## src/shared/dbea_defines.svh

```systemverilog
// Constants of the data bank and nonvolatile access block.
// Assumes an 8-bit data space and a 12-bit program space.
`ifndef DBEA_DEFINES_SVH
`define DBEA_DEFINES_SVH
`define DBEA_ADDR_BANK_SEL 8'hE8
`define DBEA_ADDR_NVM_CTL 8'hEA
`define DBEA_ADDR_WIN_SEL 8'hC9
`define DBEA_PAGE_LAST 8'h3F
`define DBEA_WIN_FIRST 8'h40
`define DBEA_WIN_LAST 8'h7F
`define DBEA_BANK_RAM2 8'h10
`define DBEA_BANK_NVM0 8'h01
`define DBEA_BANK_NVM1 8'h02
`define DBEA_CTL_ENA 0
`define DBEA_CTL_BUSY 1
`define DBEA_CTL_ROW 2
`define DBEA_CTL_START 3
`define DBEA_CTL_OFF 6
`define DBEA_CTL_RESET 8'h00
`define DBEA_PROG_NS 10000
`define DBEA_CLK_MHZ 40
`define DBEA_PROG_CYC ((`DBEA_PROG_NS * `DBEA_CLK_MHZ) / 1000)
`endif

```

## src/shared/dbea_pkg.sv

```systemverilog
// Types of the data bank and nonvolatile access block.
// Assumes the defines header is compiled with it.
package dbea_pkg;
    // Programming sequencer states
    typedef enum logic [1:0] {
        DBEA_IDLE = 2'b00,
        DBEA_BYTE = 2'b01,
        DBEA_ROWP = 2'b10
    } dbea_state_t;
    // Data space routing target
    typedef enum logic [2:0] {
        DBEA_T_CORE = 3'b000,
        DBEA_T_RAM2 = 3'b001,
        DBEA_T_NVM = 3'b010,
        DBEA_T_WIN = 3'b011,
        DBEA_T_NONE = 3'b100
    } dbea_target_t;
endpackage

```

## src/design/dbea_data_bank.sv

```systemverilog
// Data space paging, program memory window and EEPROM access control.
// Assumes a single-cycle core data port and external RAM, program and cell arrays.
//
// Contract
// [RL1] Window bits 5-0 give program address upper bits
// [RL2] Window register undefined, unreadable; write fully first
// [RL3] Bank value 10h maps second RAM page
// [RL4] Bank 01 and 02 map EEPROM pages
// [RL5] Addresses 00h-3Fh route to selected page
// [RL6] Bank register kept; not cleared at init
// [RL7] Bank register at E8h, write only
// [RL8] Software sets one page bit only
// [RL9] Standby or no page powers EEPROM down
// [RL10] Write starts cycle only with write enable
// [RL11] Busy high in cycle; accesses, control writes ignored
// [RL12] Idle EEPROM reads like ordinary data
// [RL13] Byte mode and eight-byte row mode
// [RL14] Row shares A7-A3; A2-A0 pick byte
// [RL15] Row mode clears latches, latches row data
// [RL16] Start programs only bytes written in row
// [RL17] Row mode and start clear after cycle
// [RL18] Start needs write enable and row mode
// [RL19] Clearing row mode abandons row unprogrammed
// [RL20] Software avoids reads, page changes in row
// [RL21] Stop instruction disables EEPROM immediately; code keeps power until a running programming cycle ends
// [RL22] Control resets 00h; bits 4,5 stay zero
// [RL23] Window occupies 40h-7Fh of data space
// [RL24] Program address is window plus 6 bits
// [RL25] Programming lasts a fixed cycle count
`timescale 1ns/10ps
`default_nettype none
`include "dbea_defines.svh"
module dbea_data_bank #(
    parameter int PROG_CYCLES = `DBEA_PROG_CYC  // Programming cycle length in clocks
) (
    input wire logic i_clk,
    input wire logic i_rst,
    input wire logic [7:0] i_addr,       // Core data address
    input wire logic i_wr,               // Core write strobe
    input wire logic i_rd,               // Core read strobe
    input wire logic [7:0] i_wdata,      // Core write data
    input wire logic i_stop,             // Stop instruction executed
    input wire logic [7:0] i_ram2_rdata, // Second RAM page read data
    input wire logic [7:0] i_nvm_rdata,  // EEPROM array read data
    input wire logic [7:0] i_rom_rdata,  // Program memory read data
    output logic [7:0] o_rdata,          // Read data to core
    output logic o_rvalid,               // Read data belongs to this block
    output logic [11:0] o_rom_addr,      // Program memory address
    output logic [5:0] o_ram2_addr,      // Second RAM page address
    output logic o_ram2_we,              // Second RAM page write
    output logic [7:0] o_ram2_wdata,     // Second RAM page write data
    output logic [6:0] o_nvm_addr,       // EEPROM cell address
    output logic [7:0] o_nvm_wdata,      // EEPROM cell data
    output logic o_nvm_prog,             // EEPROM byte program pulse
    output logic o_nvm_power,            // EEPROM powered
    output logic o_nvm_busy              // Programming in progress
);
    import dbea_pkg::*;

    // Byte position within a row
    function automatic logic [2:0] dbea_col(input logic [7:0] a);
        dbea_col = a[2:0];
    endfunction

    logic [5:0] win_q;          // Window upper address bits
    logic [7:0] bank_q;         // Page select
    logic ena_q;                // Write enable
    logic off_q;                // Standby
    logic row_q;                // Row mode
    logic start_q;              // Row start
    logic stop_q;               // Stopped since stop instruction
    logic [7:0] lat_q [0:7];    // Row data latches
    logic [7:0] used_q;         // Row bytes written
    logic [2:0] row_q_addr_q;   // Latched row A5-A3
    logic row_pg_q;             // Latched row page
    logic row_set_q;            // Row address latched
    dbea_state_t st_q;          // Sequencer state
    logic [15:0] cnt_q;         // Cycle down counter
    logic [2:0] scan_q;         // Row byte being programmed
    logic [6:0] pa_q;           // Byte mode address
    logic [7:0] pd_q;           // Byte mode data
    dbea_target_t tgt;          // Access target
    logic busy;                 // Busy now
    logic nvm_on;               // EEPROM usable
    logic nvm_pg;               // Selected EEPROM page
    logic ctl_wr;               // Accepted control write
    logic row_go;               // Accepted row start write
    logic rd_q;                 // Read taken on the last edge
    logic rd_ctl_q;             // That read addressed the control register
    logic rd_nvm_ok_q;          // Cells were readable at that read
    dbea_target_t rd_tgt_q;     // Target of that read

    assign busy = (st_q != DBEA_IDLE);
    assign nvm_pg = bank_q[1];
    // Usable only with a page chosen, not standby, not stopped
    assign nvm_on = !off_q && !stop_q && (bank_q[0] || bank_q[1]); // [RL9] [RL21]
    assign ctl_wr = i_wr && (i_addr == `DBEA_ADDR_NVM_CTL) && !busy; // [RL11]
    // Start needs enable and row mode now, row mode set earlier, and a latched row
    assign row_go = ctl_wr && i_wdata[`DBEA_CTL_START] && i_wdata[`DBEA_CTL_ENA]
                    && i_wdata[`DBEA_CTL_ROW] && row_q && row_set_q; // [RL18]

    // Decode the access target
    always_comb begin
        if (i_addr <= `DBEA_PAGE_LAST) begin
            // Paged region follows the bank value
            if (bank_q[4]) begin
                tgt = DBEA_T_RAM2; // [RL3] [RL5]
            end else if (bank_q[0] || bank_q[1]) begin
                tgt = DBEA_T_NVM; // [RL4] [RL5]
            end else begin
                tgt = DBEA_T_NONE;
            end
        end else if (i_addr >= `DBEA_WIN_FIRST && i_addr <= `DBEA_WIN_LAST) begin
            tgt = DBEA_T_WIN; // [RL23]
        end else begin
            tgt = DBEA_T_CORE;
        end
    end

    // Window register, no reset, write only
    always_ff @(posedge i_clk) begin
        if (i_wr && i_addr == `DBEA_ADDR_WIN_SEL) begin
            win_q <= i_wdata[5:0]; // [RL1] [RL2]
        end
    end

    // Bank register, kept through reset
    always_ff @(posedge i_clk) begin
        if (i_wr && i_addr == `DBEA_ADDR_BANK_SEL) begin
            bank_q <= i_wdata; // [RL6] [RL7]
        end
    end

    // Control bits and stop latch
    always_ff @(posedge i_clk) begin
        if (i_rst) begin
            ena_q <= 1'b0; // [RL22]
            off_q <= 1'b0;
            row_q <= 1'b0;
            start_q <= 1'b0;
            stop_q <= 1'b0;
        end else begin
            if (i_stop) begin
                stop_q <= 1'b1; // [RL21]
            end else if (i_rd || i_wr) begin
                stop_q <= 1'b0;
            end
            if (st_q == DBEA_ROWP && cnt_q == 16'h0000) begin
                row_q <= 1'b0; // [RL17]
                start_q <= 1'b0;
            end else if (ctl_wr) begin
                ena_q <= i_wdata[`DBEA_CTL_ENA];
                off_q <= i_wdata[`DBEA_CTL_OFF];
                row_q <= i_wdata[`DBEA_CTL_ROW]; // [RL19]
                // Start only with enable and row mode both set
                start_q <= row_go; // [RL18]
            end
        end
    end

    // Row latches
    always_ff @(posedge i_clk) begin
        if (i_rst) begin
            used_q <= 8'h00;
            row_set_q <= 1'b0;
            row_q_addr_q <= 3'h0;
            row_pg_q <= 1'b0;
            for (int i = 0; i < 8; i++) begin
                lat_q[i] <= 8'h00;
            end
        end else if (ctl_wr && i_wdata[`DBEA_CTL_ROW] && !row_q) begin
            used_q <= 8'h00; // [RL15]
            row_set_q <= 1'b0;
            for (int i = 0; i < 8; i++) begin
                lat_q[i] <= 8'h00;
            end
        end else if (row_q && !busy && i_wr && tgt == DBEA_T_NVM && nvm_on) begin
            // Latch only the first row touched
            if (!row_set_q || (row_q_addr_q == i_addr[5:3] && row_pg_q == nvm_pg)) begin
                lat_q[dbea_col(i_addr)] <= i_wdata; // [RL14] [RL15]
                used_q[dbea_col(i_addr)] <= 1'b1;
                row_q_addr_q <= i_addr[5:3];
                row_pg_q <= nvm_pg;
                row_set_q <= 1'b1;
            end
        end
    end

    // Programming sequencer
    always_ff @(posedge i_clk) begin
        if (i_rst) begin
            st_q <= DBEA_IDLE;
            cnt_q <= 16'h0000;
            scan_q <= 3'h0;
            pa_q <= 7'h00;
            pd_q <= 8'h00;
        end else begin
            case (st_q)
                DBEA_IDLE: begin
                    if (ena_q && !row_q && nvm_on && i_wr && tgt == DBEA_T_NVM) begin
                        st_q <= DBEA_BYTE; // [RL10] [RL13]
                        cnt_q <= 16'(PROG_CYCLES - 1); // [RL25]
                        pa_q <= {nvm_pg, i_addr[5:0]};
                        pd_q <= i_wdata;
                    end else if (row_go) begin
                        // Launch on the start write itself so busy lasts PROG_CYCLES
                        st_q <= DBEA_ROWP; // [RL16]
                        cnt_q <= 16'(PROG_CYCLES - 1);
                        scan_q <= 3'h0;
                    end
                end
                DBEA_BYTE: begin
                    if (cnt_q == 16'h0000) begin
                        st_q <= DBEA_IDLE;
                    end else begin
                        cnt_q <= cnt_q - 16'h0001; // [RL11]
                    end
                end
                DBEA_ROWP: begin
                    scan_q <= scan_q + 3'h1;
                    if (cnt_q == 16'h0000) begin
                        st_q <= DBEA_IDLE;
                    end else begin
                        cnt_q <= cnt_q - 16'h0001;
                    end
                end
                default: begin
                    st_q <= DBEA_IDLE;
                end
            endcase
        end
    end

    // Cell side outputs: one pulse per programmed byte
    always_ff @(posedge i_clk) begin
        if (i_rst) begin
            o_nvm_prog <= 1'b0;
            o_nvm_addr <= 7'h00;
            o_nvm_wdata <= 8'h00;
        end else if (st_q == DBEA_BYTE && cnt_q == 16'(PROG_CYCLES - 1)) begin
            o_nvm_prog <= 1'b1;
            o_nvm_addr <= pa_q;
            o_nvm_wdata <= pd_q;
        end else if (st_q == DBEA_ROWP && start_q && used_q[scan_q] && cnt_q > 16'(PROG_CYCLES - 9)) begin
            o_nvm_prog <= 1'b1; // [RL16]
            o_nvm_addr <= {row_pg_q, row_q_addr_q, scan_q};
            o_nvm_wdata <= lat_q[scan_q];
        end else begin
            o_nvm_prog <= 1'b0;
            o_nvm_addr <= {nvm_pg, i_addr[5:0]};
        end
    end

    // First read stage: array addresses go out, the read is remembered
    always_ff @(posedge i_clk) begin
        if (i_rst) begin
            rd_q <= 1'b0;
            rd_ctl_q <= 1'b0;
            rd_nvm_ok_q <= 1'b0;
            rd_tgt_q <= DBEA_T_CORE;
        end else begin
            rd_q <= i_rd;
            rd_ctl_q <= i_rd && (i_addr == `DBEA_ADDR_NVM_CTL);
            rd_nvm_ok_q <= nvm_on && !busy; // [RL11] [RL12]
            rd_tgt_q <= tgt;
        end
    end

    // Core side reads, RAM page and window address
    // Arrays answer for the registered address, so data is taken one edge later
    always_ff @(posedge i_clk) begin
        if (i_rst) begin
            o_rdata <= 8'h00;
            o_rvalid <= 1'b0;
            o_rom_addr <= 12'h000;
            o_ram2_addr <= 6'h00;
            o_ram2_we <= 1'b0;
            o_ram2_wdata <= 8'h00;
            o_nvm_power <= 1'b0;
            o_nvm_busy <= 1'b0;
        end else begin
            o_rom_addr <= {win_q, i_addr[5:0]}; // [RL24]
            o_ram2_addr <= i_addr[5:0];
            o_ram2_we <= i_wr && tgt == DBEA_T_RAM2;
            o_ram2_wdata <= i_wdata;
            // Stop drops power on the very next edge unless a write is finishing
            o_nvm_power <= (nvm_on && !i_stop) || busy; // [RL21]
            o_nvm_busy <= busy;
            o_rvalid <= rd_q && (rd_tgt_q != DBEA_T_CORE || rd_ctl_q);
            if (rd_ctl_q) begin
                o_rdata <= {6'h00, busy, 1'b0}; // [RL11] [RL22]
            end else if (rd_q && rd_tgt_q == DBEA_T_WIN) begin
                o_rdata <= i_rom_rdata;
            end else if (rd_q && rd_tgt_q == DBEA_T_RAM2) begin
                o_rdata <= i_ram2_rdata;
            end else if (rd_q && rd_tgt_q == DBEA_T_NVM && rd_nvm_ok_q) begin
                o_rdata <= i_nvm_rdata; // [RL12]
            end else begin
                o_rdata <= 8'h00;
            end
        end
    end
endmodule
`default_nettype wire

```

## config.mk

```make
export PLATFORM = sky130hd
export DESIGN_NAME = dbea_data_bank
export DESIGN_NICKNAME = d
export VERILOG_FILES = /design/src/shared/dbea_pkg.sv /design/src/design/dbea_data_bank.sv
export VERILOG_INCLUDE_DIRS = /design/src /design/src/shared
export SDC_FILE = /design/constraint.sdc
export NUM_CORES = 1
export LEC_CHECK = 0
export ABC_AREA = 1
export BUFFER_PORTS_ARGS = -buffer_cell sky130_fd_sc_hd__clkbuf_2
export CAP_MARGIN = 10
export CORE_ASPECT_RATIO = 1.4
export CORE_MARGIN = 1.5
export CORE_UTILIZATION = 58
export DETAILED_ROUTE_END_ITERATION = 10
export HOLD_SLACK_MARGIN = 0.12
export MAX_ROUTING_LAYER = met4
export PLACE_DENSITY = 0.79
export SLEW_MARGIN = 20
export SYNTH_ARGS = -nofsm -noshare
export SYNTH_HDL_FRONTEND = slang
export SYNTH_SLANG_ARGS = --single-unit
```

## constraint.sdc

```tcl
create_clock -name i_clk -period 2.35 [get_ports i_clk]
set_input_delay 0.3525 -clock i_clk [delete_from_list [all_inputs] [get_ports i_clk]]
set_output_delay 0.3525 -clock i_clk [all_outputs]
set_load 0.02 [all_outputs]
```

==> impl_metrics.json <==
{
  "status": "finished clean",
  "fp.coreArea_mm2": 0.0140,
  "diodes": 0,
  "dieWidth_um": 104,
  "yosys_register_bits": 184,
  "design_area_mm2": 0.00959,
  "die_area_mm2": 0.0151,
  "finalSetupViolCount": 0,
  "cts_buffers": 17,
  "cts_sinks": 184,
  "grt_antenna_before_repair": 0,
  "synth_compound_area_frac": 0.0813,
  "clkSlewWorstSetupHoldPaths_ns": 0.07,
  "synth_edf_count": 73,
  "dpl_worst_slack_ns": 0.258,
  "crit_type": "input pin to register",
  "finalPower_uw": 6510,
  "cts_max_level": 4,
  "fin_skew_ns": 0.0109,
  "critPathMostFrequentCell": "nand2_1",
  "met2_length_mm": 11.1,
  "r2r_setup_slack_ns": 0.26,
  "cp_num_buf_inv": 3,
  "register_area_mm2": 0.00441,
  "yosys.area_share.simple": 0.292,
  "pin_count": 99,
  "hold_viol": 0,
  "grt_max_degree": 39,
  "drv_cap": 0,
  "area_growth_pct": 15.5,
  "cts_hold_buf": 2,
  "netlist_area_mm2": 0.00831,
  "synth_area_leaders": "dfxtp_1, edfxtp_1, nand2_1, nor2_1, nand3_1",
  "avgViaCountPerCell": 5.44,
  "synth_top_family_by_area": "simple AND/OR/NAND/NOR gates",
  "synth_common_cells": "nand2_1, nor2_1, dfxtp_1, nand3_1, inv_1",
  "cts_root_buffer": "clkbuf_16",
  "crit_path_max_fanout": 10,
  "peakVddDrop_mv": 0.405,
  "finalNetCount": 1164,
  "drtIter0Drc": 486,
  "via_count": 7131,
  "fillers": 1108,
  "synth_nets": 1062,
  "tritoncts": "built",
  "synth-async-reset-ratio": 0,
  "crit_chain": "dlygate4sd3_1, clkbuf_2, nor2_1, nand2_1, nor2_2, and3_1, nand2_2, inv_2, nand3_4, nand2_1",
  "max_freq_mhz": 453,
  "start_util": 0.594,
  "ys_seq_area_frac": 0.531,
  "synth-adder-area-share": 0.0105,
  "drtPass1Iterations": 7,
  "setup_ws_ns": 0.142,
  "numPortBuffers": 98,
  "slew_violations": 0,
  "yosys-mux-area-fraction": 0,
  "synth_most_common_cell": "nand2_1",
  "clk_path_buf_depth": 2,
  "min_period_ns": 2.21,
  "globalplace.congestion": 0.941,
  "whs_ns": 0.133,
  "highest_layer": "met4",
  "fp-row-count": 51,
  "avgSynthCellArea_um2": 8.22,
  "critPathLaunchType": "input pin",
  "postSynthCellCount": 1010,
  "synthFlopType": "dfxtp_1",
  "min_path_type": "input pin to register",
  "drive_above_1_share": 0.180,
  "post_cts_buffers": 0,
  "fin_crit_sh": 0.940,
  "cpLargestDelayFamily": "simple AND/OR/NAND/NOR gates",
  "drc": 0,
  "dr_wl_met3_mm": 1.14,
  "synth_xor_area_frac": 0.00633,
  "fin_tns_setup_ns": 0,
  "die_y_um": 145,
  "drt-met1-wl_mm": 8.30,
  "synth_top_area_cell": "dfxtp_1",
  "cp-end-kind": "register",
  "grt_pass1_wl_mm": 33.0,
  "wirelength_mm": 21.2,
  "max_slew_margin": 0.647,
  "post_cts_resized": 0,
  "worstPathArrival_ns": 2.31,
  "slowest_stage": "dlygate4sd3_1",
  "tightestPinTransition_ns": 0.528,
  "dpl-instance-area_mm2": 0.00901,
  "critPathRequiredTime_ns": 2.45,
  "track_usage": 0.290,
  "grt-ovfl-total": 0,
  "p_per_area_mw_per_mm2": 679,
  "multi_input_area_mm2": 0.00324,
  "yosysWarnings": 0,
  "synth_cell_types": 38,
  "clk_latency_ns": 0.43,
  "rsz0062_at_grt": "no",
  "max_stage_delay_ns": 0.54,
  "synth_top_area_share": 0.268,
  "wl_per_cell_um": 16.2,
  "drtAntennaViolNets": 0,
  "place_hpwl_mm": 15.1,
  "grt_pass1_vias": 6762,
  "leakage_uw": 0.00435
}
-- layout by cell type (no fill, tap or decap), types with 6 or more instances in the layout --
cell	instances
a21oi_1	54
nand4_2	8
nand2_2	6
clkbuf_16	17
clkbuf_2	98
ha_1	7
clkinv_1	8
dfxtp_1	111
nand4_1	6
edfxtp_1	73
buf_4	31
nand3_1	96
nand2_1	176
o21ai_0	63
nor3_1	58
inv_1	93
nor2_1	153
-- flip-flops by register name, indices dropped and copies added (netlist names), 2 cells and up, named ones only --
register,count
lat_q,64
cnt_q,16
o_rom_addr,12
o_nvm_wdata,8
o_ram2_wdata,8
o_rdata,8
pd_q,8
used_q,8
o_nvm_addr,7
pa_q,7
win_q,6
bank_q,3
rd_tgt_q,3
row_q_addr_q,3
scan_q,3
st_q,2
-- power by group --
group          switching, uW  leakage [uW]  internal [uW]
registers               23.2       0.00164           3380
logic                    272       0.00243            108
clock network           1330      0.000273           1400
-- area by class of cell --
class	count	share of cell area
Sequential cell	184	0.460
Multi-Input combinational cell	673	0.338
Timing Repair Buffer	131	0.0775
Clock buffer	17	0.0444
Inverter	105	0.0411
Tap cell	185	0.0241
Clock inverter	15	0.0145
-- routing by layer --
metal / GRT usage / vias up
met5: - / -
li1: - / 3527
met1: 0.322 / 3318
met2: 0.515 / 239
met4: 0.135 / 0
met3: 0.0451 / 47
-- stage by stage --
step / util / instances
finish: 0.686 / 1310
global route: 0.686 / 1310
CTS: 0.686 / 1310
detailed placement: 0.645 / 1276
global placement: 0.645 / 1276
floorplan: - / 1010
-- logic make-up after synthesis --
logic type	Yosys count
AOI/OAI and AO/OA	129
xor gates and xnor gates	6
adders and majority gates	7
buffers and inverters	153
DFF	184
and+or+nand+nor	531
-- path summary, 6_finish.rpt --
check / depth (start not counted) / endpoint / start
worst max-delay path: 10 / lat_q[0][0]$_SDFFCE_PN0P_ / i_addr[6]
worst min-delay path: 2 / o_nvm_power$_SDFF_PP0_ / i_stop
worst max register to register: 9 / lat_q[0][0]$_SDFFCE_PN0P_ / st_q[0]$_SDFFE_PP0P_
worst min register to register: 2 / o_rom_addr[7]$_SDFF_PP0_ / win_q[1]$_DFFE_PP_
Note: power is estimated with default switching activity, not from simulation.
